<file path="config.mk">
export PLATFORM = sky130hd
export DESIGN_NAME = fpu_tag_pointer_state
export DESIGN_NICKNAME = d
export VERILOG_FILES = /design/src/fpu_env_pkg.sv /design/src/fpu_tag_pointer_state.sv
export SDC_FILE = /design/constraint.sdc
export NUM_CORES = 1
export LEC_CHECK = 0
export BUFFER_PORTS_ARGS = -buffer_cell sky130_fd_sc_hd__buf_2
export CORE_AREA = 2 2 455 457
export DETAILED_ROUTE_END_ITERATION = 6
export DIE_AREA = 0 0 457 459
export HOLD_SLACK_MARGIN = 0.06
export SYNTH_ARGS = -nofsm -noshare
export SYNTH_HDL_FRONTEND = slang
export SYNTH_SLANG_ARGS = --single-unit
</file>
<file path="constraint.sdc">
create_clock -name clk -period 1.4 [get_ports clk]
set_clock_uncertainty 0.15 [all_clocks]
set_input_delay 0.07 -clock clk [delete_from_list [all_inputs] [get_ports clk]]
set_output_delay 0.07 -clock clk [all_outputs]
set_load 0.01 [all_outputs]
</file>
<file path="src/fpu_env_pkg.sv">
// fpu_env_pkg: constants and types for the tag, pointer and opcode state
// assumes: shared by the environment state module and its testbench
package fpu_env_pkg;

   // tag word shape
   localparam int          NUM_REGS        = 8;
   localparam int          TAG_W           = 2;
   localparam int          TAG_WORD_W      = 16;
   localparam logic [15:0] TAG_WORD_INIT   = 16'hffff;
   localparam logic [1:0]  TAG_VALID       = 2'h0;
   localparam logic [1:0]  TAG_ZERO        = 2'h1;
   localparam logic [1:0]  TAG_SPECIAL     = 2'h2;
   localparam logic [1:0]  TAG_EMPTY       = 2'h3;

   // pointer layout: offset low, selector high
   localparam int          PTR_W           = 48;
   localparam int          OFFSET_LSB      = 0;
   localparam int          OFFSET_MSB      = 31;
   localparam int          SEL_LSB         = 32;
   localparam int          SEL_MSB         = 47;
   localparam logic [47:0] PTR_RESET       = 48'h0;

   // opcode record
   localparam int          OPC_W           = 11;
   localparam int          OPC_LOW_BITS    = 3;
   localparam logic [4:0]  OPC_FIXED_HIGH  = 5'h1b;
   localparam logic [10:0] OPC_RESET       = 11'h0;

   // extended-real register fields
   localparam int          EXT_W           = 80;
   localparam int          EXP_MSB         = 78;
   localparam int          EXP_LSB         = 64;
   localparam int          INT_BIT         = 63;
   localparam logic [14:0] EXP_MAX         = 15'h7fff;
   localparam logic [14:0] EXP_MIN         = 15'h0;

   // operations issued by the execution core
   typedef enum logic [3:0] {
      CMD_EXEC    = 4'h0,  // non-control, no stack move
      CMD_PUSH    = 4'h1,  // non-control load / push
      CMD_POP     = 4'h2,  // non-control store / pop
      CMD_INIT    = 4'h3,
      CMD_CLEX    = 4'h4,
      CMD_LDCW    = 4'h5,
      CMD_STCW    = 4'h6,
      CMD_STSW    = 4'h7,
      CMD_STENV   = 4'h8,
      CMD_LDENV   = 4'h9,
      CMD_SAVE    = 4'ha,
      CMD_RESTORE = 4'hb,
      CMD_WAIT    = 4'hc
   } cmd_type;

   // saved image layouts
   typedef enum logic [1:0] {
      LAYOUT_PROT32 = 2'h0,
      LAYOUT_PROT16 = 2'h1,
      LAYOUT_REAL32 = 2'h2,
      LAYOUT_REAL16 = 2'h3
   } layout_type;

endpackage

</file>
<file path="src/fpu_tag_pointer_state.sv">
// fpu_tag_pointer_state: tag word, instruction/operand pointers, opcode
// record, stack overflow/underflow detection and environment save/load.
// assumes: the execution core sits on the same clock, supplies the stack
// top pointer, register contents and image words, and issues one operation
// per cycle with op_valid.
// no operation stalls; each one completes on the edge that takes it.
// register contents must be settled when an image load is taken.
// no register bus: all access is by core operations.
`timescale 1ns/1ps
`default_nettype none

module fpu_tag_pointer_state #(
   parameter int NUM_REGS = fpu_env_pkg::NUM_REGS  // data stack depth
) (
   input  wire logic                 clk,             // core clock
   input  wire logic                 rst_b,           // async reset, low
   // operation from the execution core
   input  wire logic                 op_valid,        // operation this cycle
   input  wire fpu_env_pkg::cmd_type op_cmd,          // operation kind
   input  wire logic [2:0]           stack_top,       // top from status
   input  wire logic                 src_valid,       // source operand used
   input  wire logic [2:0]           src_rel,         // source, stack-relative
   input  wire logic                 result_we,       // exec writes a register
   input  wire logic [2:0]           result_rel,      // written, stack-relative
   input  wire logic [79:0]          result_value,    // value written / pushed
   input  wire logic [639:0]         reg_contents,    // all data registers
   // addresses and opcode of the current operation
   input  wire logic [31:0]          prefix_offset,   // first prefix offset
   input  wire logic [15:0]          code_selector,   // code segment selector
   input  wire logic                 has_mem_operand, // memory operand present
   input  wire logic [31:0]          operand_offset,  // operand start offset
   input  wire logic [15:0]          operand_selector,// operand selector
   input  wire logic [7:0]           opcode_first,    // first byte after prefix
   input  wire logic [7:0]           opcode_second,   // second opcode byte
   input  wire logic [15:0]          status_word,     // live status word
   input  wire logic [15:0]          control_word,    // live control word
   // image words for the two load operations
   input  wire logic [15:0]          image_tag,       // loaded tag image
   input  wire logic [47:0]          image_instr_ptr, // loaded instr pointer
   input  wire logic [47:0]          image_oper_ptr,  // loaded oper pointer
   input  wire logic [10:0]          image_opcode,    // loaded opcode record
   // mode and operand size pick the layout
   input  wire logic                 prot_mode,       // protected mode
   input  wire logic                 v86_mode,        // virtual-8086 mode
   input  wire logic                 system_management_mode, // mgmt mode
   input  wire logic                 op32,            // 32-bit operand size
   // registered pulses and save image
   output logic                      overflow_pulse,  // stack overflow
   output logic                      underflow_pulse, // stack underflow
   output logic                      save_valid,      // image words valid
   output logic                      save_with_data,  // data regs follow
   output logic                      reload_data,     // restore data regs
   output fpu_env_pkg::layout_type   save_layout,     // image layout
   output logic [15:0]               save_status,     // saved status word
   output logic [15:0]               save_control,    // saved control word
   output logic [15:0]               save_tag_word,   // saved tag word
   output logic [47:0]               save_instr_ptr,  // saved instr pointer
   output logic [47:0]               save_oper_ptr,   // saved oper pointer
   output logic [10:0]               save_opcode      // saved opcode record
);

   // classify one extended-real value into its tag; control bit 12 is
   // deliberately not an input, so infinity handling cannot depend on it
   // zero: exponent and significand clear
   // special: denormal, infinity, nan, or
   // a clear integer bit (unsupported)
   // valid: normal finite numbers
   function automatic logic [1:0] classify(input logic [79:0] v);
      logic [14:0] ex;
      logic [1:0]  t;
      ex = v[fpu_env_pkg::EXP_MSB:fpu_env_pkg::EXP_LSB];
      if (ex == fpu_env_pkg::EXP_MIN && v[fpu_env_pkg::INT_BIT:0] == '0) begin
         t = fpu_env_pkg::TAG_ZERO;
      end else if (ex == fpu_env_pkg::EXP_MIN ||
                   ex == fpu_env_pkg::EXP_MAX ||
                   !v[fpu_env_pkg::INT_BIT]) begin
         t = fpu_env_pkg::TAG_SPECIAL;
      end else begin
         t = fpu_env_pkg::TAG_VALID;
      end
      return t;
   endfunction

   // stack-relative position to physical register number
   // wraps at eight: top minus one is top plus seven
   function automatic logic [2:0] phys(input logic [2:0] top,
                                       input logic [2:0] rel);
      return 3'(top + rel);
   endfunction

   // pack offset and selector into a 48-bit pointer, offset in low bits
   // the two fields fill all 48 bits
   function automatic logic [47:0] pack_ptr(input logic [31:0] off,
                                            input logic [15:0] sel);
      logic [47:0] p;
      p = fpu_env_pkg::PTR_RESET;
      p[fpu_env_pkg::OFFSET_MSB:fpu_env_pkg::OFFSET_LSB] = off;
      p[fpu_env_pkg::SEL_MSB:fpu_env_pkg::SEL_LSB]       = sel;
      return p;
   endfunction

   // state seen only through a saved image
   logic [15:0] tag_word_ff;
   logic [15:0] nxt_tag_word;
   logic [47:0] instr_ptr_ff;
   logic [47:0] oper_ptr_ff;
   logic [10:0] opcode_ff;
   // derived signals, all combinational
   logic [1:0]  reg_class [NUM_REGS];
   logic        is_noncontrol;
   logic        is_reinit;
   logic        is_envload;
   logic        is_store;
   logic [2:0]  push_slot;
   logic [2:0]  pop_slot;
   logic [2:0]  src_slot;
   logic [2:0]  res_slot;
   logic [1:0]  result_tag;
   logic        nxt_overflow;
   logic        nxt_underflow;
   fpu_env_pkg::layout_type nxt_layout;

   // operation groups
   // only exec, push and pop are non-control;
   // init and save clear the pointers, the two loads load them, all other control commands hold them
   assign is_noncontrol = op_valid && (op_cmd == fpu_env_pkg::CMD_EXEC ||
                                       op_cmd == fpu_env_pkg::CMD_PUSH ||
                                       op_cmd == fpu_env_pkg::CMD_POP);
   assign is_reinit     = op_valid && (op_cmd == fpu_env_pkg::CMD_INIT ||
                                       op_cmd == fpu_env_pkg::CMD_SAVE);
   assign is_envload    = op_valid && (op_cmd == fpu_env_pkg::CMD_LDENV ||
                                       op_cmd == fpu_env_pkg::CMD_RESTORE);
   assign is_store      = op_valid && (op_cmd == fpu_env_pkg::CMD_STENV ||
                                       op_cmd == fpu_env_pkg::CMD_SAVE);

   // physical slots touched this cycle
   // all use the top before the operation
   assign push_slot  = phys(stack_top, 3'h7);   // top minus one
   assign pop_slot   = phys(stack_top, 3'h1);   // top plus one
   assign src_slot   = phys(stack_top, src_rel);
   assign res_slot   = phys(stack_top, result_rel);
   assign result_tag = classify(result_value);

   // per-register class of the actual contents, for image loads
   // eight classifiers cost area but let
   // a load settle in a single cycle
   genvar gi;
   generate
      for (gi = 0; gi < NUM_REGS; gi++) begin : g_class
         assign reg_class[gi] = classify(reg_contents[gi*80 +: 80]);
      end
   endgenerate

   // stack fault detection from the tags before this cycle's update
   // an overflowing push still writes its tag
   // a pop checks the slot above the top
   always_comb begin
      nxt_overflow  = 1'b0;
      nxt_underflow = 1'b0;
      if (is_noncontrol && op_cmd == fpu_env_pkg::CMD_PUSH &&
          tag_word_ff[push_slot*2 +: 2] != fpu_env_pkg::TAG_EMPTY) begin
         nxt_overflow = 1'b1;
      end
      if (is_noncontrol && op_cmd == fpu_env_pkg::CMD_POP &&
          tag_word_ff[pop_slot*2 +: 2] == fpu_env_pkg::TAG_EMPTY) begin
         nxt_underflow = 1'b1;
      end
      if (is_noncontrol && src_valid &&
          tag_word_ff[src_slot*2 +: 2] == fpu_env_pkg::TAG_EMPTY) begin
         nxt_underflow = 1'b1;
      end
   end

   // next tag word; no operation writes a raw tag value from outside
   // reinit wins over image load, which wins
   // over ordinary operations
   always_comb begin
      nxt_tag_word = tag_word_ff;
      if (is_reinit) begin
         nxt_tag_word = fpu_env_pkg::TAG_WORD_INIT;
      end else if (is_envload) begin
         for (int i = 0; i < NUM_REGS; i++) begin
            if (image_tag[i*2 +: 2] == fpu_env_pkg::TAG_EMPTY) begin
               nxt_tag_word[i*2 +: 2] = fpu_env_pkg::TAG_EMPTY;
            end else begin
               nxt_tag_word[i*2 +: 2] = reg_class[i];
            end
         end
      end else if (is_noncontrol) begin
         // a pop frees the old top before any result lands
         // and a push fills the slot below it
         if (op_cmd == fpu_env_pkg::CMD_POP) begin
            nxt_tag_word[stack_top*2 +: 2] = fpu_env_pkg::TAG_EMPTY;
         end
         if (op_cmd == fpu_env_pkg::CMD_PUSH) begin
            nxt_tag_word[push_slot*2 +: 2] = result_tag;
         end else if (result_we) begin
            nxt_tag_word[res_slot*2 +: 2] = result_tag;
         end
      end
   end

   // tag register; reset leaves every data register empty
   // (the value init and full save give)
   always_ff @(posedge clk or negedge rst_b) begin
      if (!rst_b) begin
         tag_word_ff <= fpu_env_pkg::TAG_WORD_INIT;
      end else begin
         tag_word_ff <= nxt_tag_word;
      end
   end

   // pointers and opcode move as one group, except that a non-control op without a memory operand keeps the old operand pointer, so a saved image
   // can mix two instructions; control operations other than init, save and the loads hold them
   // image loads are taken verbatim
   always_ff @(posedge clk or negedge rst_b) begin
      if (!rst_b) begin
         instr_ptr_ff <= fpu_env_pkg::PTR_RESET;
         oper_ptr_ff  <= fpu_env_pkg::PTR_RESET;
         opcode_ff    <= fpu_env_pkg::OPC_RESET;
      end else if (is_reinit) begin
         instr_ptr_ff <= fpu_env_pkg::PTR_RESET;
         oper_ptr_ff  <= fpu_env_pkg::PTR_RESET;
         opcode_ff    <= fpu_env_pkg::OPC_RESET;
      end else if (is_envload) begin
         instr_ptr_ff <= image_instr_ptr;
         oper_ptr_ff  <= image_oper_ptr;
         opcode_ff    <= image_opcode;
      end else if (is_noncontrol) begin
         // prefix address, not opcode address, is recorded
         instr_ptr_ff <= pack_ptr(prefix_offset, code_selector);
         // without a memory operand the old value is kept; it means nothing
         // and software must not rely on it
         if (has_mem_operand) begin
            oper_ptr_ff <= pack_ptr(operand_offset,
                                    operand_selector);
         end
         // the fixed upper five bits of the first byte are not stored
         opcode_ff <= {opcode_first[fpu_env_pkg::OPC_LOW_BITS-1:0],
                       opcode_second};
      end
   end

   // fault pulses, one cycle after the operation is taken
   // registered: clean for the core, one cycle late
   always_ff @(posedge clk or negedge rst_b) begin
      if (!rst_b) begin
         overflow_pulse  <= 1'b0;
         underflow_pulse <= 1'b0;
      end else begin
         overflow_pulse  <= nxt_overflow;
         underflow_pulse <= nxt_underflow;
      end
   end

   // layout choice; virtual-8086 and system management mode
   // fall back to the real-address layout
   always_comb begin
      if (prot_mode && !v86_mode && !system_management_mode) begin
         nxt_layout = op32 ? fpu_env_pkg::LAYOUT_PROT32
                           : fpu_env_pkg::LAYOUT_PROT16;
      end else begin
         nxt_layout = op32 ? fpu_env_pkg::LAYOUT_REAL32
                           : fpu_env_pkg::LAYOUT_REAL16;
      end
   end

   // save image capture; it snapshots the state before a full save
   // reinitialises it, since both happen on the same edge
   // words hold until the next store, so the
   // core may write them out over many cycles
   // this image is the only view of the tags
   always_ff @(posedge clk or negedge rst_b) begin
      if (!rst_b) begin
         save_valid     <= 1'b0;
         save_with_data <= 1'b0;
         save_layout    <= fpu_env_pkg::LAYOUT_PROT32;
         save_status    <= '0;
         save_control   <= '0;
         save_tag_word  <= fpu_env_pkg::TAG_WORD_INIT;
         save_instr_ptr <= fpu_env_pkg::PTR_RESET;
         save_oper_ptr  <= fpu_env_pkg::PTR_RESET;
         save_opcode    <= fpu_env_pkg::OPC_RESET;
      end else begin
         save_valid     <= is_store;
         save_with_data <= is_store &&
                           op_cmd == fpu_env_pkg::CMD_SAVE;
         if (is_store) begin
            save_layout    <= nxt_layout;
            save_status    <= status_word;
            // bit 12 is passed through for compatibility only
            // and means nothing inside this block
            save_control   <= control_word;
            save_tag_word  <= tag_word_ff;
            // the core writes each word low byte first at its start address
            save_instr_ptr <= instr_ptr_ff;
            save_oper_ptr  <= oper_ptr_ff;
            save_opcode    <= opcode_ff;
         end
      end
   end

   // restore asks the core to reload the data registers too
   // (environment load leaves them alone)
   always_ff @(posedge clk or negedge rst_b) begin
      if (!rst_b) begin
         reload_data <= 1'b0;
      end else begin
         reload_data <= op_valid &&
                        op_cmd == fpu_env_pkg::CMD_RESTORE;
      end
   end

endmodule

`default_nettype wire

</file>
==> impl_summary.txt <==
----------------------------------------------------
[Status]
  Status ... finished with violations
  Failing checks ... hold timing, setup timing

[Detailed routing]
  Final antenna-violating net count ... 0
  Initial DRT Pass Iterations ... 7
  Wire length per cell ... 22.1 µm
  Final wirelength ... 140000 µm
  Iter 0 DRT Violations ... 1521
  Per-cell via count in the routed design ... 3.47
  DRC violations left ... 0
  Detailed-route via count ... 22000

[Pwr]
  Net Sw Frac ... 0.344
  Lkg Pwr ... 15.9 nW
  Clk network pwr share ... 0.303
  Power density cells ... 1050 nW/µm²
  Logic gate share of total power ... 0.355
  Internal cell power ... 0.0231 W
  Sequential power share ... 0.341
  Maximum ir drop on the vdd rail ... 747 µV
  NetSw ... 0.0121 W

[Place]
  Detailed placer's ending HPWL ... 118000 µm
  Placed insts ... 5816
  Number of I/O port buffers ... 1157
  Last weighted congestion value of the routability-driven placer ... 1.04

[Yosys]
  Total of flip-flops plus latches after synthesis ... 285
  Netlist area before placement ... 15300 µm²
  Number of enable flip-flop cells after synthesis ... 0
  Unique masters post-synth ... 71
  Share of synthesized area occupied by flip-flops and latches ... 0.469
  Leading post-synthesis cells by cell area ... sky130_fd_sc_hd__dfrtp_1 (41%), sky130_fd_sc_hd__nand2_1 (15%), sky130_fd_sc_hd__nor4_1 (7.1%), sky130_fd_sc_hd__dfstp_2 (5.5%), sky130_fd_sc_hd__mux2i_1 (3.9%)
  Cell type with the largest total area after synthesis ... sky130_fd_sc_hd__dfrtp_1
  Synthesized netlist net count ... 2816
  Dominant register cell in the synthesized netlist ... sky130_fd_sc_hd__dfrtp_1
  Post-synthesis instance total ... 1791
  Async SR Flop Fraction ... 1.00
  Portion of synthesized cell area occupied by the leading cell type ... 0.414
  Number of warning messages in the yosys log ... 0
  Syn_area_per_cell ... 8.53 µm²

[Setup path]
  Endpoint of the lowest-slack register-to-register path ... underflow_pulse
  Worst setup path category ... in -> reg
  CP required ... 1.77 ns
  Crit-path cells ... buf_8 -> ha_4 -> inv_2 -> fa_2 -> ha_4 -> ha_4 -> nor2b_2 -> and4b_1 -> a21oi_2 -> mux2i_1 -> a221oi_1 -> nand2_1
  Critical path's largest stage delay ... 0.46 ns
  Signal arrival time at the worst endpoint ... 2.21 ns
  Crit start category ... input port
  Slowest stage cell on the critical path ... sky130_fd_sc_hd__fa_2
  Maximum fanout encountered on the critical timing path ... 5
  Startpoint of the worst-slack reg-to-reg timing path ... tag_word_ff[12]
  R2R cell count ... 5
  Most frequent CP cell ... sky130_fd_sc_hd__ha_4
  Worst reg2reg setup slack ... -0.10 ns
  CP Capture Type ... register

[Clock tree]
  TritonCTS clock tree ... done
  Root buf cell ... sky130_fd_sc_hd__clkbuf_16
  Clk buf depth ... 3
  Register clock-pin slew on the reported worst setup and hold paths ... 0.06 ns
  Skew-Pair Late Insertion Delay ... 0.58 ns
  # clock sinks ... 285
  Clock buffer count from CTS ... 38
  # H-tree levels ... 2

[Finish]
  Fillers ... 23100
  Area growth from synthesis to final layout ... 120%
  Number of cells in the finished layout apart from fillers ... 6336
  Area taken by flip-flops and latches ... 7180 µm²
  Multi-input logic area ... 8630 µm²
  Utilization after layout ... 0.164
  Ratio of cells with drive above 1 in the final layout ... 0.498
  Final net count ... 4593

[Global route]
  Initial antenna violation count ... 81
  Via count of the first global-routing pass ... 22700
  Overall track demand over capacity in global routing ... 0.126
  Wire length of the first global-routing pass ... 182000 µm
  Pin count of the biggest net entering global routing ... 52
  Global-route congestion overflow total ... 0

[Min path]
  Type of the most critical hold path ... in -> reg
  Number of cells on the worst hold path ... 8
  Terminating pin of the worst hold path ... tag_word_ff[10]
  Hold_sp ... reg_contents[440]

[Run]
  Number of max-capacitance violations reported ... 0

[Floorplan]
  Height of the chip ... 459 µm
  Area of the core ... 206000 µm²
  Number of top-level design ports ... 1172
  Die area ... 210000 µm²
  Initial core utilization ... 0.0743
  Std cell rows ... 167
  X dimension of the die ... 457 µm

[Timing]
  Final number of max-transition violations ... 0
  Slew margin rel. ... 0.495
  Final setup vio count ... 39
  Setup repair after global routing missed its margin ... yes
  Pin slew with the least headroom to its limit ... 0.756 ns
  Final total negative setup slack ... -7.37 ns
  Fmax ... 545 MHz
  Number of hold-slack violations in the final timing report ... 2
  Setup slack of the critical path after layout ... -0.434 ns
  Share of the clock period used by the worst path ... 1.31
  Worst slack on hold paths ... -0.0411 ns
  Clock period minus final worst setup slack ... 1.83 ns

----------------------------------------------------
-- through the flow --
step / power, W / setup slack [ns] / area, µm² / hold slack, ns
final: 0.0352 / -0.434 / 33700 / -0.0411
after global routing: 0.0373 / -0.474 / 33700 / -0.0652
after CTS: 0.0355 / -0.420 / 33100 / -0.123
after detailed placement: 0.0219 / -1.47 / 26800 / -0.129
after global placement: 0.0218 / -2.12 / 26800 / -0.125
after floorplan: 0.0150 / -0.803 / 15900 / -0.376
-- worst max path at each step --
stage,slack (ns),depth (start not counted),end,startpoint
finish,-0.43,12,tag_word_ff[0],stack_top[0]
global route,-0.47,12,tag_word_ff[0],result_rel[0]
CTS,-0.42,11,tag_word_ff[13],result_rel[0]
detailed placement,-1.47,11,tag_word_ff[6],reg_contents[285]
global placement,-2.12,11,tag_word_ff[15],result_value[0]
floorplan,-0.80,11,tag_word_ff[0],stack_top[0]
-- registers in the layout (all words and copies together), names as in the netlist, 16 cells and up --
name,flops
instr_ptr_ff,48
oper_ptr_ff,48
save_control,16
save_instr_ptr,48
save_oper_ptr,48
save_status,16
save_tag_word,16
tag_word_ff,16
-- timing repair --
| item | CTS | global route |
|---|---|---|
| gates cloned | 0 | 1 |
| resized for setup | 327 | 55 |
| hold buffers | 330 | 1 |
| pin swaps | 47 | 26 |
| endpoints found under the hold margin | 444 | 4 |
| buffers inserted | 58 | 30 |
| endpoints found under the setup margin | 144 | 139 |
-- worst max-delay path, delay by kind of cell --
family | cells | cell delay (ns)
buffers and inverters | 2 | 0.16
adder cells (fa/ha/maj) | 4 | 1.07
multiplexers | 1 | 0.10
AO/OA/AOI/OAI | 2 | 0.43
AND/OR/NAND/NOR | 3 | 0.36
-- cells in the final DEF, fill, tap and decap left out, types with 5 or more instances in the layout --
cell type                       synthesis  routed
sky130_fd_sc_hd__diode_2                0      36
sky130_fd_sc_hd__nor4_1               173     149
sky130_fd_sc_hd__o211ai_1               6       6
sky130_fd_sc_hd__dlygate4sd3_1          0     327
sky130_fd_sc_hd__buf_6                  1     131
sky130_fd_sc_hd__buf_12                 0      34
sky130_fd_sc_hd__nand4_1               68      68
sky130_fd_sc_hd__o21ai_2                0       7
sky130_fd_sc_hd__o21ai_1                2       6
sky130_fd_sc_hd__a31oi_1               10      10
sky130_fd_sc_hd__ha_1                  13       6
sky130_fd_sc_hd__nand2_2                0       7
sky130_fd_sc_hd__buf_2                 33    1035
sky130_fd_sc_hd__bufinv_16              0       6
sky130_fd_sc_hd__dfstp_2               32      32
sky130_fd_sc_hd__and4_1                 7       7
sky130_fd_sc_hd__a22o_1                48      48
sky130_fd_sc_hd__a21oi_2                2      57
sky130_fd_sc_hd__buf_4                  0     298
sky130_fd_sc_hd__dfrtp_2                0       7
sky130_fd_sc_hd__clkbuf_1              61       6
sky130_fd_sc_hd__a21oi_1               81      22
sky130_fd_sc_hd__nand2_1              605     595
sky130_fd_sc_hd__o21ai_0               27      16
sky130_fd_sc_hd__clkbuf_16              0      38
sky130_fd_sc_hd__nor2_4                 0       7
sky130_fd_sc_hd__nor4_2                 4      16
sky130_fd_sc_hd__ha_4                   0       5
sky130_fd_sc_hd__nor4_4                 1      13
sky130_fd_sc_hd__dfrtp_1              253     246
sky130_fd_sc_hd__nand3_1               35      28
sky130_fd_sc_hd__nor3_1                16      15
sky130_fd_sc_hd__clkbuf_8               0       5
sky130_fd_sc_hd__buf_8                  0       9
sky130_fd_sc_hd__nor2_1                88      77
sky130_fd_sc_hd__mux2i_1               60      60
sky130_fd_sc_hd__o41ai_1                8       7
sky130_fd_sc_hd__a211oi_1              62      59
-- area by class of cell --
class	count	area share
inverters	8	0.00141
clock inverters	19	0.00895
repair buffers	1837	0.386
flip-flops and latches	285	0.213
well taps	2704	0.100
diodes	36	0.00267
multi-input cells	1398	0.256
clock buffers	49	0.0309
-- cells in the mapped netlist, types with 6 or more instances --
master                     count
sky130_fd_sc_hd__nand2_1     605
sky130_fd_sc_hd__nor3_1       16
sky130_fd_sc_hd__dfstp_2      32
sky130_fd_sc_hd__buf_2        33
sky130_fd_sc_hd__inv_1         7
sky130_fd_sc_hd__a21oi_1      81
sky130_fd_sc_hd__and4_1        7
sky130_fd_sc_hd__nand4_1      68
sky130_fd_sc_hd__ha_1         13
sky130_fd_sc_hd__nand3_1      35
sky130_fd_sc_hd__o41ai_1       8
sky130_fd_sc_hd__o21ai_0      27
sky130_fd_sc_hd__a22o_1       48
sky130_fd_sc_hd__nor2_1       88
sky130_fd_sc_hd__clkbuf_1     61
sky130_fd_sc_hd__a31oi_1      10
sky130_fd_sc_hd__buf_1         6
sky130_fd_sc_hd__and3_1        6
sky130_fd_sc_hd__dfrtp_1     253
sky130_fd_sc_hd__mux2i_1      60
sky130_fd_sc_hd__nor4_1      173
sky130_fd_sc_hd__a211oi_1     62
sky130_fd_sc_hd__o211ai_1      6
-- power groups by stage --
stage	Sequential (W)	Clock, W	Combinational [W]
after CTS	0.0120	0.0111	0.0124
after global routing	0.0122	0.0114	0.0136
after detailed placement	0.0119	0	0.00992
final	0.0120	0.0107	0.0125
after global placement	0.0119	0	0.00989
after floorplan	0.0120	0	0.00302
-- routing by layer --
metal  track usage  vias up  wire length (µm)
li1              -    10100                 -
met2         0.223     1129             68600
met3        0.0406      300             12000
met5             0        -               151
met1         0.137    10400             52200
met4        0.0556       24              6910
-- kinds of logic (layout without fill, tap and decap cells) --
kind of cell	count (synthesis)	in the layout	synth area share
and+or+nand+nor	1035	1035	0.313
DFF	285	285	0.469
AOI/OAI and AO/OA	277	278	0.125
buffers and inverters	109	1913	0.0300
muxes	64	64	0.0445
adders and majority gates	15	15	0.0133
xor gates and xnor gates	6	6	0.00491
other	0	36	0
Power figures use the tool's default switching activity.
